File: config.mk
export PLATFORM = sky130hd
export DESIGN_NAME = epm_monitor
export DESIGN_NICKNAME = d
export VERILOG_FILES = /design/src/hw/epm_pkg.sv /design/src/hw/epm_rai_if.sv /design/src/hw/epm_monitor.sv /design/src/hw/epm_rai_timer.sv
export SDC_FILE = /design/constraint.sdc
export NUM_CORES = 1
export LEC_CHECK = 0
export BUFFER_PORTS_ARGS = -buffer_cell sky130_fd_sc_hd__buf_4
export CAP_MARGIN = 0
export CELL_PAD_IN_SITES_DETAIL_PLACEMENT = 2
export CELL_PAD_IN_SITES_GLOBAL_PLACEMENT = 2
export CORE_ASPECT_RATIO = 1.5
export CORE_MARGIN = 5
export CORE_UTILIZATION = 39
export DETAILED_ROUTE_END_ITERATION = 10
export MAX_ROUTING_LAYER = met4
export PLACE_DENSITY_LB_ADDON = 0.2
export RECOVER_POWER = 25
export SYNTH_ARGS = -nofsm -noshare
export SYNTH_HDL_FRONTEND = slang
export SYNTH_HIERARCHICAL = 1
export SYNTH_SLANG_ARGS = --single-unit
File: constraint.sdc
create_clock -name clk_sys -period 3.5 [get_ports clk_sys]
set_input_delay 0 -clock clk_sys [delete_from_list [all_inputs] [get_ports clk_sys]]
set_output_delay 0 -clock clk_sys [all_outputs]
set_load 0.03 [all_outputs]
File: src/hw/epm_pkg.sv
// What this block does
// - Jitter counter counts entries within four words.
// - Near a limit, slow or speed read clock.
// - Pattern counter wrap sets latch bit 7.
// - E-bit counter wrap sets latch bit 6.
// - Jitter counter wrap sets latch bit 5.
// - Sync loss counter wrap sets bit 4.
// - Alignment error counter wrap sets bit 3.
// - Errored alignment counter wrap sets bit 2.
// - Violation counter wrap sets latch bit 1.
// - Checksum counter wrap sets latch bit 0.
// - Count frame periods spent without basic sync.
// - Sync loss counter clears on losing sync.
// - Accumulate bit errors in alignment signal.
// - Window flag: condition lasted 10 to 450 ms.
// - Long flag: condition held over 10 ms.
// - Count alignment words holding any error.
// - Alarm latch bit 7 on remote alarm.
// - Bits 6,5 on all-ones and slot-16 all-ones.
// - Alarm latch bit 4 on signal loss.
// - Bits 3,2 on auxiliary and multiframe alarms.
// - Bit 1 on buffer slip; bit 0 unused.
// - 16-bit violation counter, high byte readable.
// - E-bit counter low byte at lower address.
package epm_pkg;
    // Register offsets on the processor port
    localparam logic [4:0] ADDR_EC_LOW   = 5'h14;
    localparam logic [4:0] ADDR_JFC      = 5'h15;
    localparam logic [4:0] ADDR_OVF      = 5'h16;
    localparam logic [4:0] ADDR_LBF      = 5'h17;
    localparam logic [4:0] ADDR_BR       = 5'h18;
    localparam logic [4:0] ADDR_RCRC     = 5'h19;
    localparam logic [4:0] ADDR_EFAS     = 5'h1a;
    localparam logic [4:0] ADDR_ALARM    = 5'h1b;
    localparam logic [4:0] ADDR_BPV_HIGH = 5'h1c;
    // Overflow latch bit positions
    localparam int OVF_PATTERN = 7;
    localparam int OVF_FAR_END = 6;
    localparam int OVF_JITTER  = 5;
    localparam int OVF_SYNC    = 4;
    localparam int OVF_ALIGN   = 3;
    localparam int OVF_EFAS    = 2;
    localparam int OVF_VIOL    = 1;
    localparam int OVF_CHECK   = 0;
    // Alarm latch bit positions
    localparam int ALM_RAI   = 7;
    localparam int ALM_AIS   = 6;
    localparam int ALM_SLOT16 = 5;
    localparam int ALM_LOS    = 4;
    localparam int ALM_AUX    = 3;
    localparam int ALM_MULTI  = 2;
    localparam int ALM_SLIP  = 1;
    // Jitter attenuator FIFO geometry
    localparam logic [5:0] JA_DEPTH      = 6'h20;
    localparam logic [5:0] JA_NEAR_WORDS = 6'h04;
    // Frame period and alarm persistence times
    localparam int FRAME_US  = 125;
    localparam int LONG_MS   = 10;
    localparam int WINDOW_MS = 450;
    localparam logic [11:0] LONG_FRAMES   = 12'(LONG_MS * 1000 / FRAME_US);
    localparam logic [11:0] WINDOW_FRAMES = 12'(WINDOW_MS * 1000 / FRAME_US);
    // Value of every register after reset
    localparam logic [7:0] RESET_BYTE = 8'h00;
endpackage

File: src/hw/epm_rai_if.sv
`timescale 1ns/1ps
// Carrier between the monitor and the persistence timer
interface epm_rai_if;
    logic frame_tick;   // One pulse per 125 us frame
    logic cond;         // A bits high and E bits low
    logic clr;          // Read of the status word
    logic long_flag;    // Condition held over the long time
    logic window_flag;  // Sticky window flag
    modport mon (output frame_tick, output cond, output clr,
                 input long_flag, input window_flag);
    modport tmr (input frame_tick, input cond, input clr,
                 output long_flag, output window_flag);
endinterface

File: src/hw/epm_monitor.sv
`timescale 1ns/1ps
// Performance monitor counters and reporting latches
module epm_monitor
    import epm_pkg::*;
(
    // Clock and reset
    input  wire logic       clk_sys,
    input  wire logic       rst_n,
    // Processor port
    input  wire logic       cpu_cs_n,
    input  wire logic       cpu_rd_n,
    input  wire logic [4:0] cpu_addr,
    output logic      [7:0] cpu_rdata,
    // Jitter attenuator FIFO
    input  wire logic [5:0] ja_fill,
    output logic            ja_read_slow,
    output logic            ja_read_fast,
    // Framer timing and sync
    input  wire logic       frame_tick,
    input  wire logic       basic_sync_lost,
    input  wire logic       fas_check,
    input  wire logic [2:0] fas_err_bits,
    // Error events
    input  wire logic       e_bit_err,
    input  wire logic       bpv_err,
    input  wire logic       pattern_err_wrap,
    input  wire logic       checksum_err_wrap,
    // Alarm conditions
    input  wire logic       rai_bit_high,
    input  wire logic       e_bits_low,
    input  wire logic       ais_det,
    input  wire logic       slot16_ais_det,
    input  wire logic       los_det,
    input  wire logic       aux_pattern_det,
    input  wire logic       multiframe_alarm_det,
    input  wire logic       slip_det
);
    ////////////////////////////////////////////////////////////////////////
    // Reset release through two flops
    logic [1:0] rst_sync_q;
    logic       rst_int_n;

    always_ff @(posedge clk_sys or negedge rst_n) begin
        if (!rst_n) begin
            rst_sync_q <= 2'b00;
        end else begin
            rst_sync_q <= {rst_sync_q[0], 1'b1};
        end
    end
    assign rst_int_n = rst_sync_q[1];

    ////////////////////////////////////////////////////////////////////////
    // Module state, except the reset synchronizer flops
    typedef struct packed {
        logic        rd_prev;  // Read strobe seen last cycle
        logic [7:0]  rdata;    // Read data register
        logic        near_q;   // FIFO was near a limit
        logic        slow;     // Read clock slowed
        logic        fast;     // Read clock sped up
        logic [7:0]  jfc;      // Jitter FIFO events
        logic [7:0]  ovf;      // Overflow latch
        logic [7:0]  lbf;      // Frames without sync
        logic        lost_q;   // Sync loss last cycle
        logic [7:0]  br;       // Alignment bit errors
        logic [7:0]  efas;     // Errored alignment words
        logic [7:0]  alarm;    // Alarm latch
        logic [15:0] bpv;      // Line violations
        logic [9:0]  ec;       // E-bit errors
    } epm_state_s;

    epm_state_s s_q;
    epm_state_s s_d;

    epm_rai_if rai_link ();

    logic       rd_go;        // One pulse per read access
    logic       near_under;   // Fill close to empty
    logic       near_over;    // Fill close to full
    logic       jfc_inc;      // Jitter event this cycle
    logic       lost_rise;    // Sync just lost
    logic       efas_inc;     // Errored word this cycle
    logic [7:0] ovf_set;      // Overflow events
    logic [7:0] alarm_set;    // Alarm events
    logic [8:0] br_sum;       // Alignment error sum with carry
    logic [7:0] rcrc_word;    // Status word image

    // Byte add with carry out
    function automatic logic [8:0] add8(input logic [7:0] v, input logic [7:0] a);
        add8 = {1'b0, v} + {1'b0, a};
    endfunction

    // Read data selection
    function automatic logic [7:0] read_mux(input logic [4:0] a, input epm_state_s s,
                                            input logic [7:0] rc);
        unique case (a)
            ADDR_EC_LOW:   read_mux = s.ec[7:0];
            ADDR_JFC:      read_mux = s.jfc;
            ADDR_OVF:      read_mux = s.ovf;
            ADDR_LBF:      read_mux = s.lbf;
            ADDR_BR:       read_mux = s.br;
            ADDR_RCRC:     read_mux = rc;
            ADDR_EFAS:     read_mux = s.efas;
            ADDR_ALARM:    read_mux = s.alarm;
            ADDR_BPV_HIGH: read_mux = s.bpv[15:8];
            default:       read_mux = RESET_BYTE;
        endcase
    endfunction

    ////////////////////////////////////////////////////////////////////////
    // Event decode
    always_comb begin
        // A held strobe counts once, so a slow read clears only once
        rd_go      = !cpu_cs_n && !cpu_rd_n && !s_q.rd_prev;
        // Four words of margin keeps the pointer off the real limit
        near_under = ja_fill <= JA_NEAR_WORDS;
        near_over  = ja_fill >= (JA_DEPTH - JA_NEAR_WORDS);
        jfc_inc    = (near_under || near_over) && !s_q.near_q;
        lost_rise  = basic_sync_lost && !s_q.lost_q;
        efas_inc   = fas_check && (fas_err_bits != 3'h0);
        br_sum     = add8(s_q.br, fas_check ? {5'h00, fas_err_bits} : 8'h00);
        rcrc_word  = {6'h00, rai_link.window_flag, rai_link.long_flag};
        // Overflow sources
        ovf_set = 8'h00;
        ovf_set[OVF_PATTERN] = pattern_err_wrap;
        ovf_set[OVF_FAR_END] = e_bit_err && (s_q.ec == 10'h3ff);
        ovf_set[OVF_JITTER]  = jfc_inc && (s_q.jfc == 8'hff);
        ovf_set[OVF_SYNC]    = frame_tick && basic_sync_lost && !lost_rise
                               && (s_q.lbf == 8'hff);
        ovf_set[OVF_ALIGN]   = br_sum[8];
        ovf_set[OVF_EFAS]    = efas_inc && (s_q.efas == 8'hff);
        ovf_set[OVF_VIOL]    = bpv_err && (s_q.bpv == 16'hffff);
        ovf_set[OVF_CHECK]   = checksum_err_wrap;
        // Alarm sources; bit 0 stays zero
        alarm_set = 8'h00;
        alarm_set[ALM_RAI]   = rai_bit_high;
        alarm_set[ALM_AIS]   = ais_det;
        alarm_set[ALM_SLOT16] = slot16_ais_det;
        alarm_set[ALM_LOS]    = los_det;
        alarm_set[ALM_AUX]    = aux_pattern_det;
        alarm_set[ALM_MULTI]  = multiframe_alarm_det;
        alarm_set[ALM_SLIP]  = slip_det;
    end

    ////////////////////////////////////////////////////////////////////////
    // Next state
    always_comb begin
        s_d         = s_q;
        s_d.rd_prev = !cpu_cs_n && !cpu_rd_n;
        if (rd_go) begin
            s_d.rdata = read_mux(cpu_addr, s_q, rcrc_word);
        end
        // Jitter FIFO watch and read clock steering
        s_d.near_q = near_under || near_over;
        s_d.slow   = near_under;
        s_d.fast   = near_over;
        if (jfc_inc) begin
            s_d.jfc = s_q.jfc + 8'h01;
        end
        // Frames without basic sync; the transition clears first
        s_d.lost_q = basic_sync_lost;
        if (lost_rise) begin
            s_d.lbf = frame_tick ? 8'h01 : 8'h00;
        end else if (frame_tick && basic_sync_lost) begin
            s_d.lbf = s_q.lbf + 8'h01;
        end
        // Alignment errors, bit total and word count
        s_d.br = br_sum[7:0];
        if (efas_inc) begin
            s_d.efas = s_q.efas + 8'h01;
        end
        // Line violations and far end errors
        if (bpv_err) begin
            s_d.bpv = s_q.bpv + 16'h0001;
        end
        if (e_bit_err) begin
            s_d.ec = s_q.ec + 10'h001;
        end
        // Latches: a new event in the read cycle survives the clear
        s_d.ovf = s_q.ovf;
        if (rd_go && cpu_addr == ADDR_OVF) begin
            s_d.ovf = 8'h00;
        end
        s_d.ovf = s_d.ovf | ovf_set;
        s_d.alarm = s_q.alarm;
        if (rd_go && cpu_addr == ADDR_ALARM) begin
            s_d.alarm = 8'h00;
        end
        s_d.alarm = s_d.alarm | alarm_set;
    end

    // State register
    always_ff @(posedge clk_sys or negedge rst_int_n) begin
        if (!rst_int_n) begin
            s_q <= '0;
        end else begin
            s_q <= s_d;
        end
    end

    ////////////////////////////////////////////////////////////////////////
    // Persistence timer for remote alarm with CRC errors
    assign rai_link.frame_tick = frame_tick;
    assign rai_link.cond       = rai_bit_high && e_bits_low;
    assign rai_link.clr        = rd_go && (cpu_addr == ADDR_RCRC);

    epm_rai_timer u_timer (
        .clk_sys   (clk_sys),
        .rst_int_n (rst_int_n),
        .rai       (rai_link.tmr)
    );

    // Outputs straight from flops
    assign cpu_rdata    = s_q.rdata;
    assign ja_read_slow = s_q.slow;
    assign ja_read_fast = s_q.fast;
endmodule

File: src/hw/epm_rai_timer.sv
`timescale 1ns/1ps
// Measures how long remote alarm with continuous CRC errors lasts
module epm_rai_timer
    import epm_pkg::*;
(
    // Clock and reset
    input wire logic clk_sys,
    input wire logic rst_int_n,
    // Link to the monitor
    epm_rai_if.tmr   rai
);
    typedef struct packed {
        logic [11:0] frames;  // Frames the condition has held
        logic        long_f;  // Level flag
        logic        win_f;   // Sticky flag
    } epm_tmr_s;

    epm_tmr_s s_q;
    epm_tmr_s s_d;
    logic     ended_in_window;

    ////////////////////////////////////////////////////////////////////////
    // Next state
    always_comb begin
        s_d = s_q;
        // Episode ends inside the window when the condition drops
        ended_in_window = !rai.cond && (s_q.frames > LONG_FRAMES)
                          && (s_q.frames < WINDOW_FRAMES);
        if (!rai.cond) begin
            s_d.frames = 12'h000;
        end else if (rai.frame_tick && s_q.frames != WINDOW_FRAMES) begin
            // Saturate: beyond the window only the long flag matters
            s_d.frames = s_q.frames + 12'h001;
        end
        s_d.long_f = rai.cond && (s_d.frames > LONG_FRAMES);
        // Set wins over a read in the same cycle
        s_d.win_f = (s_q.win_f && !rai.clr) || ended_in_window;
    end

    // State register
    always_ff @(posedge clk_sys or negedge rst_int_n) begin
        if (!rst_int_n) begin
            s_q <= '0;
        end else begin
            s_q <= s_d;
        end
    end

    assign rai.long_flag   = s_q.long_f;
    assign rai.window_flag = s_q.win_f;
endmodule

Word level (Yosys, flattened, before mapping)
Cells that the tools add are included.
{"block": "totals", "register_bits": 103, "in_bits": 33, "out_inout_bits": 10}
{"block": "op_classes", "addsub": 7, "order_cmp": 5, "n_eq_ne": 15, "n_mux": 9, "bitwise": 2, "reduce_logical": 33}
{"op": "case mux 8 bit (9 select lines)", "n": 1}
{"op": "equality test 5 bit, second input constant", "n": 9}
{"op": "two-way mux 8 bit", "n": 4}
{"op": "adder 8 x 1 -> 8 bit, second input constant", "n": 3}
{"op": "equality test 8 bit, second input constant", "n": 3}
{"op": "greater-than comparator 12 x 7 -> 1 bit, second input constant", "n": 2}
{"op": "two-way mux 12 bit", "n": 2}
{"op": "logical AND 1 bit", "n": 21}
{"op": "adder 16 x 1 -> 16 bit, second input constant", "n": 1}
{"op": "equality test 16 bit, second input constant", "n": 1}
{"op": "bitwise OR 8 bit", "n": 2}
{"op": "adder 12 x 1 -> 12 bit, second input constant", "n": 1}
{"op": "< comparator 12 bit, second input constant", "n": 1}
{"op": "inequality test 12 bit, second input constant", "n": 1}
{"op": "adder 10 x 1 -> 10 bit, second input constant", "n": 1}
{"op": "equality test 10 bit, second input constant", "n": 1}
{"op": "adder 8 x 3 -> 9 bit", "n": 1}
{"op": "zero test 1 bit", "n": 8}
{"op": "greater-or-equal comparator 6 x 5 -> 1 bit, second input constant", "n": 1}
{"op": "less-or-equal comparator 6 x 3 -> 1 bit, second input constant", "n": 1}
{"op": "two-way mux 3 bit", "n": 1}
{"op": "nonzero test 3 bit", "n": 1}
{"op": "logical OR 1 bit", "n": 2}
{"op": "nonzero test 2 bit", "n": 1}
{"op": "two-way mux 1 bit", "n": 1}

Logic depth before layout (Yosys ltp)
Gate-level depths: netlist of run 1.
{"block": "depth", "ltp_word": 7, "mapped_depth": 8}

By module
Netlist of run 1, hierarchy kept.
{"mod": "epm_monitor", "instances": 1, "cells_each": 409, "area_per_inst_um2": 4399.2, "seq_area_each_um2": 2202.1}
{"mod": "epm_rai_timer", "instances": 1, "cells_each": 101, "area_per_inst_um2": 937.1, "seq_area_each_um2": 350.3}

Worst setup path before layout of run 1
Ideal clock, no wire load.
{"block": "synth_path", "path_kind": "register to register", "start": "reg u_timer/s_q[2] in the netlist's numbering", "end": "reg u_timer.s_q (netlist bit u_timer/rai.long_flag)", "setup_time_ps": 122, "arrival_time_ps": 1848, "required_ps": 3378, "slack_ps": 1531, "path_stages_with_launch": 9, "path_buffers": 0, "synth_period_minus_slack_ps": 1969, "path_cell_list": "dfrtp_1 -> inv_1 -> ha_1 -> nand2_1 -> or4_4 -> o31a_1 -> nor2_1 -> a21oi_1 -> a32o_1"}
{"item": "start: declaration", "line_no": "epm_rai_timer.sv:18", "text": "epm_tmr_s s_q;"}
{"item": "start signal: assignment", "line_no": "epm_rai_timer.sv:43", "text": "s_q <= '0;"}
{"item": "start signal: assignment", "line_no": "epm_rai_timer.sv:45", "text": "s_q <= s_d;"}

==> impl_metrics.tcl, run 1 <==
set metrics [dict create \
    timing.setup.tns_ns 0 \
    min_period_ns 2.19 \
    slew_viol_final 0 \
    top_layer_used "met4" \
    grt_pass1_wl_microns 25500 \
    synth_top_flop_cell "dfrtp_1" \
    vias_per_cell 5.62 \
    period_share_pct 62.5 \
    synthCells 510 \
    drv_cap 0 \
    ant_nets 0 \
    final_cells 725 \
    cpMaxStageDelayCell "dfrtp_1" \
    ys_seq_elements 102 \
    dr_wl_met2_microns 8520 \
    cts_buffer_depth 2 \
    dr_total_vias 4074 \
    combPwrFrac_pct 17.5 \
    skew_ns 0.00894 \
    dpl.hpwl_microns 11200 \
    grt_start_max_net_pins 62 \
    crit_path_cell_trace "inv_1 -> ha_1 -> nand2_1 -> or4_4 -> o31a_1 -> nor2_1 -> a21oi_1 -> a32o_1" \
    rows 52 \
    p_switching_w 0.00108 \
    p_per_area_mw_per_mm2 566 \
    ir_drop_mv 0.295 \
    slew_headroom_pct 44.6 \
    grt_usage_pct 20.4 \
    status "finished clean" \
    synth_top_family_by_area "simple AND/OR/NAND/NOR gates" \
    antenna_cells 0 \
    antenna_found_initial 0 \
    cpPeakStageDelay_ns 0.42 \
    setup_viol 0 \
    synth-simple-area-share_pct 20.2 \
    die_h_microns 153 \
    switching_share_pct 30.7 \
    synthAdderAreaFrac_pct 2.72 \
    io_pins 43 \
    reg2reg_to "u_timer/rai.long_flag" \
    criticalPathCategory "flop to flop" \
    seq_area_frac_synth_pct 47.8 \
    cp-end-kind "flop" \
    synth_compound_area_share_pct 11.4 \
    drc 0 \
    cts_buffers 9 \
    cts-resized-gates 0 \
    mostFrequentLayoutCells "dfrtp_1 (101), nand2_1 (55), xnor2_1 (39)" \
    drive_above_1_share_pct 13.0 \
    avgSynthCellArea_sq_um 10.5 \
    drt_wl_total_microns 15300 \
    yosys.area_share.xor_xnor_pct 9.52 \
    area_growth_pct 15.8 \
    path_delay_family "compound AO/OA/AOI/OAI gates" \
    muxShareOfSynthArea_pct 3.45 \
    placed_cells 689 \
    cp_max_fo 6 \
    hold_start "fas_err_bits[0]" \
    drt-met1-wl_microns 6020 \
    cts_root_buf "clkbuf_16" \
    r2r_cells 8 \
    ys_types 67 \
    p_int_w 0.00242 \
    port_buffers 42 \
    gp_congestion 0.861 \
    tightest_slew_ns 0.830 \
    reg2reg_slack_ns 1.31 \
    multiInputGateArea_sq_mm 0.00253 \
    holdPathStages 3 \
    drt_iter0_drc 86 \
    htree_levels 3 \
    p_leak_nw 2.68 \
    path_buf_inv 1 \
    seqCellArea_sq_mm 0.00256 \
    core_area_sq_mm 0.0135 \
    synth_edf_count 0 \
    cts_num_sinks 102 \
    die_w_microns 106 \
    reg2reg_from "u_timer/s_q[2]" \
    final_common_cell "dfrtp_1" \
    rsz0062_at_grt "false" \
    initial_utilization_pct 39.6 \
    fillers 1413 \
    cp_data_arrival_time_ns 2.42 \
    async_reset_ff_share_pct 100 \
    dieArea_sq_mm 0.0162 \
    fin_nets 602 \
    tritoncts "yes" \
    routed-wl-met3_microns 317 \
    post_drt_wl_per_cell_microns 21.0 \
    pwr-share-clk_pct 33.9 \
    hp-class "input port to flop" \
    power_frac_seq_pct 48.5 \
    hold_end "s_q[42]" \
    overflow 0 \
    startpoint_type "flop" \
    drtPass1Iterations 4 \
    grt_pass1_vias 4610 \
    clk_pin_slew_ns 0.07 \
    syn_area_sq_mm 0.00534 \
    yosysWarnings 6 \
    hold_viol 0 \
    clock_latency_ns 0.35 \
    fmax_ghz 0.457 \
    synth_nets 554 \
    cp.required_ns 3.73 \
]
flip-flops by register name (all words and copies together), names as in the netlist:
| register | cells |
|---|---|
| s_q | 76 |
| ja_read_slow | 1 |
| u_timer/s_q | 12 |
| ja_read_fast | 1 |
| u_timer/rai.window_flag | 1 |
| u_timer/rai.long_flag | 1 |
| cpu_rdata | 8 |
| rst_sync_q | 2 |
kinds of logic (layout without fill, tap and decap cells):
family | after synthesis | count (layout)
simple gates | 199 | 199
flops | 102 | 102
compound gates | 82 | 82
xor+xnor | 58 | 58
buf+inv | 40 | 93
mux | 17 | 17
fa+ha+maj | 11 | 11
other cells | 1 | 1
synth_stat cells, types with 4 or more instances:
library cell  instances  share of area, %
dfrtp_1             102                48
nand2_1              55               3.9
xnor2_1              39               6.4
nor2_1               27               1.9
nand3_1              24               2.3
nand4_1              24               2.8
xor2_1               19               3.1
and2_1               16               1.9
inv_1                12              0.84
a21o_1               11               1.5
a21oi_1              11               1.0
and3_1               11               1.3
buf_4                11               1.5
mux2_2               11               2.3
ha_1                 10               2.3
a22o_1                9               1.5
nor2b_1               9               1.1
o21ai_0               9              0.84
a22oi_1               6              0.84
a32o_1                6               1.1
mux2i_1               6               1.1
and4_1                5              0.82
clkbuf_1              5              0.35
o21ai_1               5              0.47
buf_2                 4              0.38
buf_6                 4              0.84
nor3_1                4              0.38
or3_1                 4              0.47
power by group through the flow:
| stage | Combinational, W | Sequential [W] | Clock, W |
|---|---|---|---|
| 6_report | 0.000614 | 0.00170 | 0.00119 |
| 5_1_grt | 0.000692 | 0.00174 | 0.00128 |
| 4_1_cts | 0.000635 | 0.00171 | 0.00122 |
| 3_5_place_dp | 0.000612 | 0.00172 | 0 |
| 3_3_place_gp | 0.000566 | 0.00170 | 0 |
| 2_1_floorplan | 0.000449 | 0.00162 | 0 |
worst reg2reg max path, delay by kind of cell, from the launching register on:
kind	cells	cell delay [ns]
AO/OA/AOI/OAI	3	0.74
adder cells (fa/ha/maj)	1	0.17
buffers and inverters	1	0.14
flip-flops	1	0.42
AND/OR/NAND/NOR	3	0.60
worst max path at each step:
stage,from,to,depth (start not counted)
after floorplan,rst_sync_q[1],cpu_rdata[0],0
after global placement,u_timer/s_q[2],u_timer/rai.long_flag,8
after detailed placement,u_timer/s_q[2],u_timer/rai.long_flag,8
after CTS,u_timer/s_q[2],u_timer/rai.long_flag,8
after global routing,u_timer/s_q[2],u_timer/rai.long_flag,8
final,u_timer/s_q[2],u_timer/rai.long_flag,8
repair_timing:
item,in CTS,in global routing
setup buffers,0,0
setup endpoints to repair,0,0
endpoints found under the hold margin,25,0
hold buffers,20,0
per-stage QoR:
step	util [%]	instance area, sq um	power (W)	worst slack, ns	hold WS (ns)
3_3_place_gp	42.1	5670	0.00227	1.43	-0.218
3_5_place_dp	42.1	5670	0.00234	1.32	-0.215
5_1_grt	45.9	6180	0.00370	1.18	0.00404
2_1_floorplan	-	5340	0.00206	0.448	-0.296
4_1_cts	46.2	6230	0.00356	1.31	0.00175
6_report	45.9	6180	0.00350	1.31	0.00772
cell type report:
type,instances,share of cell area (%)
tap,162,3.28
clock buffer,9,3.65
clock inverter,7,2.11
inverter,12,0.729
sequential,102,41.4
timing repair buffer,65,7.92
multi-input combinational,368,40.9
metal layers:
layer | global-route usage [%] | up-vias
li1 | - | 1904
met1 | 22.9 | 2088
met2 | 36.7 | 59
met3 | 2.66 | 23
met4 | 7.28 | 0
met5 | - | -
(Power assumes the default switching activity.)
==> run 2: changes to the inputs <==
--- a/config.mk
+++ b/config.mk
@@ -11,7 +11,7 @@
 export CELL_PAD_IN_SITES_GLOBAL_PLACEMENT = 2
 export CORE_ASPECT_RATIO = 1.5
 export CORE_MARGIN = 5
-export CORE_UTILIZATION = 39
+export CORE_UTILIZATION = 36
 export DETAILED_ROUTE_END_ITERATION = 10
 export MAX_ROUTING_LAYER = met4
 export PLACE_DENSITY_LB_ADDON = 0.2
==> constraint.sdc (replaced) <==
create_clock -name clk_sys -period 1.8 [get_ports clk_sys]
set_input_delay 0 -clock clk_sys [delete_from_list [all_inputs] [get_ports clk_sys]]
set_output_delay 0 -clock clk_sys [all_outputs]
set_load 0.03 [all_outputs]
==> impl_metrics.tcl, run 2 (synthesis gave the netlist of run 1 again) <==
set metrics [dict create \
    largest_register_ffs 76 \
    timing.setup.tns_ns -0.376 \
    cts_num_sinks 102 \
    cp_data_arrival_time_ns 2.19 \
    cts_buffers 9 \
    p_leak_nw 2.85 \
    fin_ws_ns -0.154 \
    mostFrequentLayoutCells "dfrtp_1 (102), buf_4 (70), nand2_1 (54)" \
    slew_headroom_pct 43.4 \
    rows 54 \
    antenna_found_initial 0 \
    p_per_area_mw_per_mm2 981 \
    post_drt_wl_per_cell_microns 19.8 \
    min_period_ns 1.95 \
    grt_pass1_vias 4823 \
    drt_iter0_drc 116 \
    die_w_microns 109 \
    dr_total_vias 4220 \
    cp_max_fo 4 \
    ir_drop_mv 0.406 \
    period_share_pct 109 \
    antenna_cells 0 \
    placed_cell_area_sq_mm 0.00596 \
    grt_pass1_wl_microns 25800 \
    io_pins 43 \
    tritoncts "yes" \
    area_growth_pct 20.5 \
    rsz0062_at_grt "true" \
    fmax_ghz 0.512 \
    final_common_cell "dfrtp_1" \
    r2r_cells 8 \
    tightest_slew_ns 0.849 \
    startpoint_type "flop" \
    drt_wl_total_microns 15600 \
    reg2reg_slack_ns -0.15 \
    die_h_microns 159 \
    dpl.hpwl_microns 12000 \
    hp-class "input port to flop" \
    p_total_w 0.00631 \
    hold_viol 0 \
    dieArea_sq_mm 0.0174 \
    cts_buffer_depth 2 \
    cp.required_ns 2.03 \
    drive_above_1_share_pct 19.6 \
    drc 0 \
    cp-end-kind "flop" \
    skew_ns 0.00702 \
    largest-register "s_q" \
    cts_root_buf "clkbuf_16" \
    grt_start_max_net_pins 38 \
    gp_congestion 0.859 \
    slew_viol_final 0 \
    drtPass1Iterations 5 \
    setup_viol 4 \
    clk_pin_slew_ns 0.06 \
    holdPathStages 3 \
    grt_usage_pct 19.7 \
    clock_latency_ns 0.35 \
    core_area_sq_mm 0.0145 \
    initial_utilization_pct 36.7 \
    status "complete, but fails checks" \
    htree_levels 3 \
    port_buffers 42 \
    ant_nets 0 \
    criticalPathCategory "flop to flop" \
    drv_cap 0 \
    fin_nets 632 \
    violations "setup timing" \
    design_area_sq_mm 0.00643 \
    overflow 0 \
    vias_per_cell 5.36 \
]
run 2: changes by cell type in the layout (fill, tap and decap cells not counted), sizes merged:
| cell | change |
|---|---|
| bufinv | -3 |
| buf | +42 |
| clkbuf | -8 |
| inv | -2 |
run 2: area by class of cell:
cell class | count | area, sq um
fill | 1545 | 8090
inverter | 12 | 45.0
timing repair buffer | 95 | 773
clock buffer | 13 | 250
clock inverter | 2 | 10.0
multi-input combinational | 368 | 2560
sequential | 102 | 2550
tap | 196 | 245
run 2: final timing paths:
path | startpoint | endpoint
worst max-delay path | u_timer/s_q[2] | u_timer/rai.long_flag
worst min register to register | rst_sync_q[1] | s_q[51]
worst max register to register | u_timer/s_q[2] | u_timer/rai.long_flag
max in group asynchronous | rst_sync_q[1] | s_q[41]
min in group asynchronous | rst_sync_q[1] | s_q[51]
worst min-delay path | fas_err_bits[0] | s_q[42]
run 2: metrics by stage:
step	std cells	hold WS [ns]	setup WS (ns)	utilization, %
after floorplan	510	-0.296	-0.0609	-
after global placement	752	-0.218	-0.0541	41.0
final	788	0.00314	-0.154	44.3
after global routing	788	0.00377	-0.219	44.3
after detailed placement	752	-0.216	-0.147	41.0
after CTS	788	0.00172	-0.162	44.4
run 2: timing repair:
| action | in CTS | in global routing |
|---|---|---|
| resized for setup | 7 | 2 |
| pin swaps | 1 | 0 |
| setup endpoints to repair | 4 | 5 |
| hold buffers | 20 | 0 |
| setup buffers | 1 | 0 |
| hold endpoints to repair | 26 | 0 |
run 2: power breakdown:
group	total, W	internal (W)	leakage [nW]	switching, W
clock	0.00178	0.000965	0.129	0.000816
combinational	0.00126	0.000657	1.44	0.000605
sequential	0.00327	0.00272	1.28	0.000552
total	0.00631	0.00434	2.85	0.00197
run 2: metal layers:
metal	up-vias	GRT usage, %	routed length, microns
li1	1960	-	-
met1	2168	21.3	6080
met2	61	35.2	8680
met3	31	3.16	366
met4	0	7.66	514
met5	-	-	0
run 2: critical path: stages (launching register included):
cell	delay (ns)
dfrtp_1	0.40
inv_2	0.09
ha_4	0.13
nand2_2	0.04
or4_4	0.42
o31a_1	0.31
nor2_1	0.11
a21oi_1	0.06
a32o_1	0.27
==> run 3: changes to the inputs <==
--- a/config.mk
+++ b/config.mk
@@ -14,7 +14,7 @@
 export CORE_UTILIZATION = 36
 export DETAILED_ROUTE_END_ITERATION = 10
 export MAX_ROUTING_LAYER = met4
-export PLACE_DENSITY_LB_ADDON = 0.2
+export PLACE_DENSITY = 0.74
 export RECOVER_POWER = 25
 export SYNTH_ARGS = -nofsm -noshare
 export SYNTH_HDL_FRONTEND = slang
==> impl_metrics.tcl, run 3 (synthesis gave the netlist of run 1 again) <==
set metrics [dict create \
    largest_register_ffs 76 \
    final_cells 789 \
    reg2reg_slack_ns -0.15 \
    grt_usage_pct 20.4 \
    overflow 0 \
    grt_pass1_vias 4897 \
    drt_wl_total_microns 16500 \
    mostFrequentLayoutCells "dfrtp_1 (102), buf_4 (68), nand2_1 (53)" \
    clock_latency_ns 0.36 \
    gp_congestion 0.866 \
    final_common_cell "dfrtp_1" \
    hp-class "input port to flop" \
    cp_max_fo 3 \
    placed_cells 748 \
    cpPeakStageDelay_ns 0.42 \
    cts_buffers 9 \
    drc 0 \
    routed-wl-met3_microns 419 \
    grt_pass1_wl_microns 26500 \
    post_drt_wl_per_cell_microns 20.9 \
    grt_start_max_net_pins 35 \
    largest-register "s_q" \
    rows 54 \
    drive_above_1_share_pct 20.4 \
    tritoncts "yes" \
    p_leak_nw 2.88 \
    htree_levels 3 \
    crit_path_cell_trace "inv_2 -> ha_4 -> nand2_2 -> or4_4 -> o31a_1 -> buf_6 -> xnor2_2 -> and2_1" \
    port_buffers 42 \
    fin_ws_ns -0.154 \
    rsz0062_at_grt "true" \
    dieArea_sq_mm 0.0174 \
    die_h_microns 159 \
    clk_pin_slew_ns 0.07 \
    setup_viol 4 \
    criticalPathCategory "flop to flop" \
    die_w_microns 109 \
    status "complete, but fails checks" \
    period_share_pct 109 \
    io_pins 43 \
    area_growth_pct 21.9 \
    path_buf_inv 2 \
    fillers 1537 \
    startpoint_type "flop" \
    seqCellArea_sq_mm 0.00255 \
    whs_ns 0.0193 \
    ir_drop_mv 0.402 \
    antenna_cells 0 \
    fin_nets 632 \
    tightest_slew_ns 0.852 \
    vias_per_cell 5.35 \
    dpl.hpwl_microns 12000 \
    core_area_sq_mm 0.0145 \
    drt_iter0_drc 117 \
    timing.setup.tns_ns -0.517 \
    cp_data_arrival_time_ns 2.21 \
    dr_total_vias 4225 \
    antenna_found_initial 0 \
    cts_root_buf "clkbuf_16" \
    hold_viol 0 \
    slew_headroom_pct 43.2 \
    path_delay_family "simple AND/OR/NAND/NOR gates" \
    drtPass1Iterations 4 \
    p_per_area_mw_per_mm2 1040 \
    cpMaxStageDelayCell "or4_4" \
    violations "setup timing" \
    ant_nets 0 \
    min_period_ns 1.95 \
    cp.required_ns 2.06 \
    fmax_ghz 0.512 \
    dr_wl_met2_microns 9350 \
    initial_utilization_pct 36.7 \
    cts_buffer_depth 2 \
    multiInputGateArea_sq_mm 0.00257 \
    drt-met1-wl_microns 6200 \
    post-route-util_pct 44.8 \
    skew_ns 0.0128 \
    cts_num_sinks 102 \
    top_layer_used "met4" \
    cp-end-kind "flop" \
    drv_cap 0 \
    slew_viol_final 0 \
]
-- run 3: report_power, final --
group	leakage (nW)	internal (W)	switching, W
clock	0.156	0.00126	0.000912
combinational	1.44	0.000664	0.000647
sequential	1.28	0.00271	0.000572
total	2.88	0.00464	0.00213
-- run 3: worst paths after layout --
path                                startpoint             end  depth (start not counted)
worst max-delay path            u_timer/s_q[2]  u_timer/s_q[2]                          8
worst min-delay path                 fas_check         s_q[42]                          3
worst max register to register  u_timer/s_q[2]  u_timer/s_q[2]                          8
worst min register to register   rst_sync_q[1]         s_q[16]                          0
max in group asynchronous        rst_sync_q[1]          s_q[4]                          1
min in group asynchronous        rst_sync_q[1]         s_q[16]                          0
-- run 3: worst reg2reg max path, cell delays in order, from the launching register on --
cell	delay (ns)
dfrtp_1	0.40
inv_2	0.09
ha_4	0.14
nand2_2	0.05
or4_4	0.42
o31a_1	0.32
buf_6	0.15
xnor2_2	0.12
and2_1	0.16
-- run 3: per-stage QoR --
step	cell area [sq um]	setup WS [ns]	total power (W)
floorplan	5340	-0.0609	0.00402
global placement	5930	-0.0981	0.00443
detailed placement	5930	-0.192	0.00460
CTS	6480	-0.166	0.00687
global route	6510	-0.209	0.00715
finish	6510	-0.154	0.00677
-- run 3: metal layers --
| metal | up-vias | GRT usage, % |
|---|---|---|
| met5 | - | - |
| met1 | 2158 | 22.1 |
| li1 | 1966 | - |
| met3 | 36 | 3.16 |
| met4 | 0 | 8.00 |
| met2 | 65 | 36.4 |
-- run 3: layout make-up --
class / count / area share (%)
clock buffers: 11 / 3.73
inverters: 12 / 0.692
repair buffers: 95 / 11.8
clock inverters: 5 / 1.25
multi-input cells: 368 / 39.5
flip-flops and latches: 102 / 39.2
well taps: 196 / 3.77
-- run 3: repair_timing --
action	in CTS	in global routing
hold buffers	21	0
setup endpoints to repair	3	5
buffers inserted	3	1
pin swaps	1	3
gates resized for setup	1	11
endpoints found under the hold margin	28	0
